$ cat src/logic/port_pin_params.svh
// offsets, field positions, reset values and widths of the port pin block
// How it works
// - clamp inputs in power-down, standby, noise-reduction sleep
// - external interrupt pins escape the sleep clamp
// - clamp release edge sets interrupt flag
// - pull-ups are off during reset
// - inputs enabled in reset, active and idle
// - no override: pull-up when dir,out,off = 010
// - pull-up override enable selects override value
// - no override: driver enable from direction bit
// - direction override enable selects override value
// - driven level from override or output bit
// - out-level override forces the driven level
// - no override: input gate follows processor state
// - input gate override forces gate value
// - raw gated input tapped before the synchronizer
// - strobes and pull-up off per port, clamp shared
// - analog path bypasses the digital buffers
// - direction 1 output; out bit on input pulls up
// - read-back bit passes a synchronizer
// - pins go high impedance at reset, clockless
`ifndef PORT_PIN_PARAMS_SVH
`define PORT_PIN_PARAMS_SVH

// ****************************************************************
// register byte offsets
// ****************************************************************
`define OFS_DIRECTION  12'h000
`define OFS_OUT_VALUE  12'h004
`define OFS_PIN_INPUT  12'h008
`define OFS_CONTROL    12'h00C
`define OFS_INT_ENABLE 12'h010
`define OFS_INT_SENSE  12'h014
`define OFS_INT_FLAG   12'h018

// ****************************************************************
// field positions and reset values
// ****************************************************************
`define CTRL_PULLUP_OFF_BIT 0
`define RST_DIRECTION       8'h00
`define RST_OUT_VALUE       8'h00
`define RST_SENSE           16'h0000
`define PIN_COUNT           8

`endif

$ cat src/logic/port_pin_pkg.sv
// types shared by the port pin override mux
package port_pin_pkg;

    // ************************************************************
    // processor state as seen from the sleep controller
    // ************************************************************
    typedef enum logic [2:0] {
        MODE_ACTIVE     = 3'b000,
        MODE_IDLE       = 3'b001,
        MODE_ADC_QUIET  = 3'b010,
        MODE_POWER_DOWN = 3'b011,
        MODE_STANDBY    = 3'b100
    } sleep_mode_t;

    // per-pin interrupt sense, two bits per pin
    typedef enum logic [1:0] {
        SENSE_LOW     = 2'b00,
        SENSE_ANY     = 2'b01,
        SENSE_FALLING = 2'b10,
        SENSE_RISING  = 2'b11
    } sense_t;

    // override pairs from the alternate-function peripherals, one bit per pin
    typedef struct packed {
        logic [7:0] pullup_override_enable;
        logic [7:0] pullup_override_value;
        logic [7:0] direction_override_enable;
        logic [7:0] direction_override_value;
        logic [7:0] out_level_override_enable;
        logic [7:0] out_level_override_value;
        logic [7:0] input_gate_override_enable;
        logic [7:0] input_gate_override_value;
    } pin_override_t;

    // pad-facing drive, one bit per pin
    typedef struct packed {
        logic [7:0] drive_level;
        logic [7:0] drive_enable;
        logic [7:0] pullup_enable;
    } pad_drive_t;

endpackage : port_pin_pkg

$ cat src/logic/port_pin_override_mux.sv
// one 8-pin I/O port: registers, override muxing, input gating, pin events
`timescale 1ns/1ps
`include "port_pin_params.svh"

module port_pin_override_mux (
    // clock, reset, clock enable
    input  wire logic                         sys_clk_in,
    input  wire logic                         rst_n_in,
    input  wire logic                         ce_in,
    // apb slave
    input  wire logic                         psel_in,
    input  wire logic                         penable_in,
    input  wire logic                         pwrite_in,
    input  wire logic [11:0]                  paddr_in,
    input  wire logic [31:0]                  pwdata_in,
    output logic                              pready_out,
    output logic                              pslverr_out,
    output logic [31:0]                       prdata_out,
    // sleep controller, shared by all ports
    input  wire port_pin_pkg::sleep_mode_t    sleep_mode_in,
    // alternate-function peripherals
    input  wire port_pin_pkg::pin_override_t  overrides_in,
    output logic [7:0]                        alt_function_input_tap_out,
    // pads
    input  wire logic [7:0]                   pad_in,
    output port_pin_pkg::pad_drive_t          pad_out
);

    // ************************************************************
    // local signals
    // ************************************************************
    logic [7:0]  pin_direction_bit_q;
    logic [7:0]  pin_output_value_bit_q;
    logic        global_pullup_off_q;
    logic [7:0]  int_enable_q;
    logic [15:0] int_sense_q;
    logic [7:0]  int_flag_q;
    logic [7:0]  int_flag_d;
    logic [7:0]  sync1_q;
    logic [7:0]  sync2_q;
    logic [7:0]  sync3_q;
    logic [7:0]  pin_sampled_input_bit_q;
    logic [7:0]  prev_input_q;
    logic [7:0]  pin_event;
    logic [7:0]  input_gate;
    logic [7:0]  gated_pad;
    logic        clamp;
    logic        setup_phase;
    logic        access_done;
    logic        port_value_write_strobe;
    logic        port_direction_write_strobe;
    logic        port_pin_read_strobe;
    logic        ctrl_write;
    logic        ien_write;
    logic        sense_write;
    logic        flag_write;
    logic        addr_known;
    logic [31:0] read_word;
    port_pin_pkg::pad_drive_t pad_d;

    // ************************************************************
    // helpers
    // ************************************************************

    // per-pin override mux: enable picks override value over base
    function automatic logic [7:0] override_mux(input logic [7:0] oe,
                                                input logic [7:0] ov,
                                                input logic [7:0] base);
        override_mux = (oe & ov) | (~oe & base);
    endfunction : override_mux

    // address compare against one register offset
    function automatic logic hit(input logic [11:0] addr, input logic [11:0] ofs);
        hit = (addr == ofs);
    endfunction : hit

    // ************************************************************
    // apb decode
    // ************************************************************

    // zero-wait slave: setup computes the answer, access completes it
    assign setup_phase = psel_in & ~penable_in;
    assign access_done = psel_in & penable_in & pready_out & ~pslverr_out;

    // port-wide strobes, one set for all eight pins
    assign port_value_write_strobe     = access_done & pwrite_in &
                                         hit(paddr_in, `OFS_OUT_VALUE);
    assign port_direction_write_strobe = access_done & pwrite_in &
                                         hit(paddr_in, `OFS_DIRECTION);
    assign port_pin_read_strobe        = setup_phase & ~pwrite_in &
                                         hit(paddr_in, `OFS_PIN_INPUT);
    assign ctrl_write  = access_done & pwrite_in & hit(paddr_in, `OFS_CONTROL);
    assign ien_write   = access_done & pwrite_in & hit(paddr_in, `OFS_INT_ENABLE);
    assign sense_write = access_done & pwrite_in & hit(paddr_in, `OFS_INT_SENSE);
    assign flag_write  = access_done & pwrite_in & hit(paddr_in, `OFS_INT_FLAG);

    // read mux; the pin input register is read-only, writes to it are dropped
    always_comb begin
        addr_known = 1'b1;
        read_word  = 32'h0000_0000;
        case (paddr_in)
            `OFS_DIRECTION:  read_word[7:0]  = pin_direction_bit_q;
            `OFS_OUT_VALUE:  read_word[7:0]  = pin_output_value_bit_q;
            `OFS_PIN_INPUT:  read_word[7:0]  = port_pin_read_strobe ?
                                               pin_sampled_input_bit_q : 8'h00;
            `OFS_CONTROL:    read_word[`CTRL_PULLUP_OFF_BIT] = global_pullup_off_q;
            `OFS_INT_ENABLE: read_word[7:0]  = int_enable_q;
            `OFS_INT_SENSE:  read_word[15:0] = int_sense_q;
            `OFS_INT_FLAG:   read_word[7:0]  = int_flag_q;
            default:         addr_known      = 1'b0;
        endcase
    end

    // answer registered at setup so pready, pslverr, prdata are flops
    always_ff @(posedge sys_clk_in or negedge rst_n_in) begin
        if (!rst_n_in) begin
            pready_out  <= 1'b0;
            pslverr_out <= 1'b0;
            prdata_out  <= 32'h0000_0000;
        end else if (ce_in) begin
            pready_out  <= setup_phase;
            pslverr_out <= setup_phase & ~addr_known;
            prdata_out  <= (setup_phase & ~pwrite_in) ? read_word : 32'h0000_0000;
        end
    end

    // ************************************************************
    // software pin settings
    // ************************************************************

    // direction and output value, written by the port strobes
    always_ff @(posedge sys_clk_in or negedge rst_n_in) begin
        if (!rst_n_in) begin
            pin_direction_bit_q    <= `RST_DIRECTION;
            pin_output_value_bit_q <= `RST_OUT_VALUE;
        end else if (ce_in) begin
            if (port_direction_write_strobe) begin
                pin_direction_bit_q <= pwdata_in[7:0];
            end
            if (port_value_write_strobe) begin
                pin_output_value_bit_q <= pwdata_in[7:0];
            end
        end
    end

    // global pull-up off, one bit for all eight pins of this port
    always_ff @(posedge sys_clk_in or negedge rst_n_in) begin
        if (!rst_n_in) begin
            global_pullup_off_q <= 1'b0;
        end else if (ce_in && ctrl_write) begin
            global_pullup_off_q <= pwdata_in[`CTRL_PULLUP_OFF_BIT];
        end
    end

    // ************************************************************
    // pad drive
    // ************************************************************

    // overrides come straight from the peripherals that own each pin
    always_comb begin
        pad_d.drive_enable = override_mux(overrides_in.direction_override_enable,
                                          overrides_in.direction_override_value,
                                          pin_direction_bit_q);
        pad_d.drive_level  = override_mux(overrides_in.out_level_override_enable,
                                          overrides_in.out_level_override_value,
                                          pin_output_value_bit_q);
        pad_d.pullup_enable = override_mux(overrides_in.pullup_override_enable,
                                           overrides_in.pullup_override_value,
                                           ~pin_direction_bit_q & pin_output_value_bit_q
                                           & {8{~global_pullup_off_q}});
    end

    // registered pad drive; async reset tri-states pins and drops pull-ups
    // without waiting for a clock edge
    always_ff @(posedge sys_clk_in or negedge rst_n_in) begin
        if (!rst_n_in) begin
            pad_out <= '0;
        end else if (ce_in) begin
            pad_out <= pad_d;
        end
    end
    // the analog line meets the pad in the pad ring, never through these flops

    // ************************************************************
    // input gating
    // ************************************************************

    // deep sleep modes clamp; reset, active and idle keep inputs alive
    always_comb begin
        case (sleep_mode_in)
            port_pin_pkg::MODE_ADC_QUIET:  clamp = 1'b1;
            port_pin_pkg::MODE_POWER_DOWN: clamp = 1'b1;
            port_pin_pkg::MODE_STANDBY:    clamp = 1'b1;
            default:                       clamp = 1'b0;
        endcase
    end

    // enabled interrupt pins must still see wake-up edges while clamped
    assign input_gate = override_mux(overrides_in.input_gate_override_enable,
                                     overrides_in.input_gate_override_value,
                                     {8{~clamp}} | int_enable_q);
    assign gated_pad  = pad_in & input_gate;

    // raw tap for peripherals, one flop only so they add their own sync
    always_ff @(posedge sys_clk_in or negedge rst_n_in) begin
        if (!rst_n_in) begin
            alt_function_input_tap_out <= 8'h00;
        end else if (ce_in) begin
            alt_function_input_tap_out <= gated_pad;
        end
    end

    // ************************************************************
    // read-back synchronizer
    // ************************************************************

    // three stages; a new level counts once stages two and three agree,
    // trading one cycle of latency for immunity to a metastable settle
    always_ff @(posedge sys_clk_in or negedge rst_n_in) begin
        if (!rst_n_in) begin
            sync1_q <= 8'h00;
            sync2_q <= 8'h00;
            sync3_q <= 8'h00;
        end else if (ce_in) begin
            sync1_q <= gated_pad;
            sync2_q <= sync1_q;
            sync3_q <= sync2_q;
        end
    end

    // accepted pin level
    always_ff @(posedge sys_clk_in or negedge rst_n_in) begin
        if (!rst_n_in) begin
            pin_sampled_input_bit_q <= 8'h00;
        end else if (ce_in) begin
            for (int i = 0; i < `PIN_COUNT; i++) begin
                if (sync2_q[i] == sync3_q[i]) begin
                    pin_sampled_input_bit_q[i] <= sync3_q[i];
                end
            end
        end
    end

    // ************************************************************
    // pin events
    // ************************************************************

    // interrupt configuration
    always_ff @(posedge sys_clk_in or negedge rst_n_in) begin
        if (!rst_n_in) begin
            int_enable_q <= 8'h00;
            int_sense_q  <= `RST_SENSE;
        end else if (ce_in) begin
            if (ien_write) begin
                int_enable_q <= pwdata_in[7:0];
            end
            if (sense_write) begin
                int_sense_q <= pwdata_in[15:0];
            end
        end
    end

    // edge or low-level detect on the accepted level; the flag sets even while the
    // interrupt is disabled, so a clamp release on a high pin leaves a flag
    always_comb begin
        for (int i = 0; i < `PIN_COUNT; i++) begin
            case (port_pin_pkg::sense_t'(int_sense_q[2*i +: 2]))
                port_pin_pkg::SENSE_LOW:     pin_event[i] = ~pin_sampled_input_bit_q[i];
                port_pin_pkg::SENSE_ANY:     pin_event[i] = pin_sampled_input_bit_q[i]
                                                            ^ prev_input_q[i];
                port_pin_pkg::SENSE_FALLING: pin_event[i] = prev_input_q[i]
                                                            & ~pin_sampled_input_bit_q[i];
                port_pin_pkg::SENSE_RISING:  pin_event[i] = ~prev_input_q[i]
                                                            & pin_sampled_input_bit_q[i];
                default:                     pin_event[i] = 1'b0;
            endcase
        end
    end

    // write one to clear; a same-cycle event wins over the clear
    assign int_flag_d = (int_flag_q & ~(flag_write ? pwdata_in[7:0] : 8'h00)) | pin_event;

    // previous level and sticky flags
    always_ff @(posedge sys_clk_in or negedge rst_n_in) begin
        if (!rst_n_in) begin
            prev_input_q <= 8'h00;
            int_flag_q   <= 8'h00;
        end else if (ce_in) begin
            prev_input_q <= pin_sampled_input_bit_q;
            int_flag_q   <= int_flag_d;
        end
    end

endmodule : port_pin_override_mux

$ cat config.mk
export PLATFORM = sky130hd
export DESIGN_NAME = port_pin_override_mux
export DESIGN_NICKNAME = d
export VERILOG_FILES = /design/src/logic/port_pin_pkg.sv /design/src/logic/port_pin_override_mux.sv
export VERILOG_INCLUDE_DIRS = /design/src /design/src/logic
export SDC_FILE = /design/constraint.sdc
export NUM_CORES = 1
export LEC_CHECK = 0
export ABC_AREA = 0
export BUFFER_PORTS_ARGS = -buffer_cell sky130_fd_sc_hd__buf_2
export CORE_ASPECT_RATIO = 1.5
export CORE_MARGIN = 2
export CORE_UTILIZATION = 52
export DETAILED_ROUTE_END_ITERATION = 6
export GPL_ROUTABILITY_DRIVEN = 0
export MAX_ROUTING_LAYER = met4
export PLACE_DENSITY = 0.79
export SETUP_SLACK_MARGIN = 0.4
export SLEW_MARGIN = 0
export SYNTH_ARGS = -nofsm -noshare
export SYNTH_HDL_FRONTEND = slang
export SYNTH_SLANG_ARGS = --single-unit
$ cat constraint.sdc
create_clock -name sys_clk_in -period 2.62 [get_ports sys_clk_in]
set_input_delay 0.524 -clock sys_clk_in [delete_from_list [all_inputs] [get_ports sys_clk_in]]
set_output_delay 0.524 -clock sys_clk_in [all_outputs]
set_load 0.02 [all_outputs]
==> results.txt <==
----------------------------------------------------
[GRT]
  Global Route Usage Sum ... 26.1%
  Global-route wire length before repair ... 25800 um
  Maximum number of pins on one net before global-route repair ... 142
  Number of global-route vias before repair ... 5343
  Sum of overflow across all layers after global routing ... 0
  Initial antenna violation count ... 0

[Timing]
  Number of hold-slack violations in the final timing report ... 0
  RSZ-0062 raised after global routing ... false
  Final total negative setup slack ... 0 ps
  Max Transition Viols Final ... 0
  Final clock period utilization by the worst path ... 81.9%
  Post-route clock skew ... 6.59 ps
  Worst-case headroom to the max-slew limit ... 55.2%
  Highest achievable clock rate ... 0.466 GHz
  Final critical-path required period ... 2150 ps
  Final Worst Setup Slack ... 473 ps
  Transition time at the pin with the least slew margin ... 653 ps
  Setup violation total in the final timing report ... 0

[Die]
  DIE HEIGHT ... 140 um
  Row cnt ... 49
  Ports ... 191
  Initial core utilization ... 53.5%
  Total Die Area ... 0.0133 sq mm
  Width of the chip ... 95.0 um
  Area inside the core boundary ... 0.0121 sq mm

[Route]
  Vias per std cell ... 5.61
  Violation count after the first detailed-route iteration ... 294
  Total via count after detailed routing ... 5143
  Routed wire length per instance ... 17.5 um
  Pre-antenna DRT Iters ... 5
  Total Wirelength ... 16000 um
  Detailed-route DRC error count ... 0
  Remaining antenna violation count after routing ... 0

[Worst setup path]
  Sort of element at the end of the critical path ... flop
  Number of cells on the critical path ... 5
  Critical Setup Path Class ... reg -> reg
  Critical Path Max Stage Delay ... 590 ps
  Slowest cell on the critical path ... or3_1
  Cell-by-cell listing of the critical path ... and4b_1 > nand3_2 > or2_1 > or3_1 > mux2_4
  Critical path endpoint ... pin_output_value_bit_q[1]$_DFFE_PN0P_
  Buffers plus inverters on the worst setup path ... 0
  R2R setup slack ... 470 ps
  Crit Reg-Reg Endpoint ... pin_output_value_bit_q[1]$_DFFE_PN0P_
  Worst Path Required ... 2910 ps
  Highest fanout seen on the critical path ... 8
  Data arrival time of the critical path ... 2440 ps
  Element type at the critical path start ... flop
  R2R Path Start ... pslverr_out$_DFFE_PN0P_
  Top cell family by delay on the critical path ... simple AND/OR/NAND/NOR gates
  Number of cells on the worst reg-to-reg path ... 5
  Launch point of the critical path ... pslverr_out$_DFFE_PN0P_

[Flow run]
  # Max-Cap Violations ... 0

[Finish]
  Synth-to-layout area growth ... 23.2%
  Storage element area ... 0.00328 sq mm
  Final instance count without filler cells ... 916
  Share of final-layout standard cells stronger than drive strength 1 ... 34.6%
  Nets@finish ... 892
  Leading cell type in the layout, fill and taps excluded ... buf_2
  Fillers ... 946
  Total area of multi-input combinational cells ... 0.00279 sq mm
  Final non-filler cell area ... 0.00795 sq mm
  Inserted Diodes ... 0
  Leading cell types in the layout, fill and taps excluded ... 156 x buf_2, 131 x dfrtp_1, 58 x a21oi_1

[Pwr]
  Power per unit of standard cell area ... 658 mW/mm^2
  Worst voltage drop across the vdd grid ... 465 uV
  P_leak ... 0.00393 uW

[Clock tree]
  Later-pin clock latency in the skew report ... 410 ps
  TritonCTS clock tree ... yes
  Number of post-CTS setup repair buffers ... 0
  Clock-pin slew on the worst setup and hold paths ... 50 ps
  Total clock sinks ... 131
  CTS Buf Count ... 17
  # H-tree levels ... 4
  Resize count post-CTS ... 0
  Root buf cell ... clkbuf_16
  Largest buffer count on any clock path ... 2
  Hold buffers post-CTS ... 0

[Min path]
  Min-Delay Path Class ... in -> async

[Place]
  Area of placed instances ... 0.00734 sq mm
  Sum of net half-perimeters after detailed placement ... 11500 um
  Number of cells after detailed placement ... 885
  Buffers on Ports ... 158
  Place WS ... 191 ps

[Synthesis]
  Post-synthesis average cell area ... 10.8 sq um
  EDFF count, synth ... 0
  Async set-or-reset flop fraction in the synthesized netlist ... 100%
  Primary FF master, synth ... dfrtp_1
  Count of unique library cells instantiated by Yosys ... 45
  Post-Synthesis Cell Area ... 0.00646 sq mm
  Count of state elements after synthesis ... 131
  Share of synthesized area occupied by flip-flops and latches ... 50.8%
  Yosys warning total ... 0
  Mapped Cells ... 596

[Status]
  Run status ... completed

----------------------------------------------------
## report_power, final
group	total, uW	internal (uW)	switching (uW)
clock network	2410	1590	825
registers	2230	2140	91.1
logic	594	246	348
total	5230	3970	1260
## how the worst min path moves through the flow
stage,startpoint,endpoint,slack [ps],depth (start not counted)
after global placement,sync3_q[5]$_DFFE_PN0P_,pin_sampled_input_bit_q[5]$_DFFE_PN0P_,470,2
after detailed placement,sync3_q[7]$_DFFE_PN0P_,pin_sampled_input_bit_q[7]$_DFFE_PN0P_,480,2
after floorplan,rst_n_in,global_pullup_off_q$_DFFE_PN0P_,230,0
after CTS,rst_n_in,sync1_q[5]$_DFFE_PN0P_,70,1
final,rst_n_in,sync1_q[5]$_DFFE_PN0P_,60,1
after global routing,rst_n_in,sync1_q[5]$_DFFE_PN0P_,80,1
## sequential cells by signal (all words and copies together), names as in the netlist
signal and count:
int_sense_q 16, sync3_q 8, pad_out 24, sync1_q 8, pin_direction_bit_q 8, int_flag_q 8
pslverr_out 1, pin_output_value_bit_q 8, pready_out 1, pin_sampled_input_bit_q 8, global_pullup_off_q 1, int_enable_q 8
prdata_out 16, prev_input_q 8, sync2_q 8
## area by class of cell
type | instances | share of cell area (%)
Sequential cell | 131 | 41.2
Clock buffer | 22 | 6.09
Tap cell | 153 | 2.41
Clock inverter | 9 | 1.60
Multi-Input combinational cell | 381 | 35.1
Timing Repair Buffer | 164 | 10.9
Inverter | 56 | 2.64
## layer usage
layer / up-vias / wire length [um] / global-route usage [%]
li1: 2363 / - / -
met1: 2536 / 5880 / 27.7
met2: 198 / 8650 / 44.9
met3: 46 / 828 / 6.19
met4: 0 / 690 / 12.4
met5: - / 0 / -
## synth_stat cells (10+ instances only)
cell type  instances  share of area, %
inv_1             56               3.3
nor2_1            46               2.7
dfrtp_1          131                51
o22ai_1           11               1.1
buf_4             17               2.0
mux2_2            53               9.2
a22o_1            10               1.4
o21ai_0           25               1.9
mux2i_1           27               4.2
nand2_1           30               1.7
ha_1              16               3.1
a21oi_1           58               4.5
clkbuf_1          21               1.2
## metrics by stage
step / total power (uW) / hold slack [ps] / util, %
finish: 5230 / 60.3 / 65.8
global route: 5450 / 83.2 / 65.8
CTS: 5280 / 74.9 / 65.8
detailed placement: 2850 / 478 / 60.8
global placement: 2810 / 467 / 60.8
floorplan: 2600 / 228 / -
## cell families after synthesis
kind of cell               after synthesis  share of synthesized area (%)
DFF                                    131                           50.8
and+or+nand+nor                        128                           10.0
AOI/OAI and AO/OA                      127                           11.8
buffers and inverters                   99                           6.88
muxes                                   94                           17.4
adders and majority gates               16                           3.10
other                                    1                         0.0581
(Power assumes the default switching activity.)
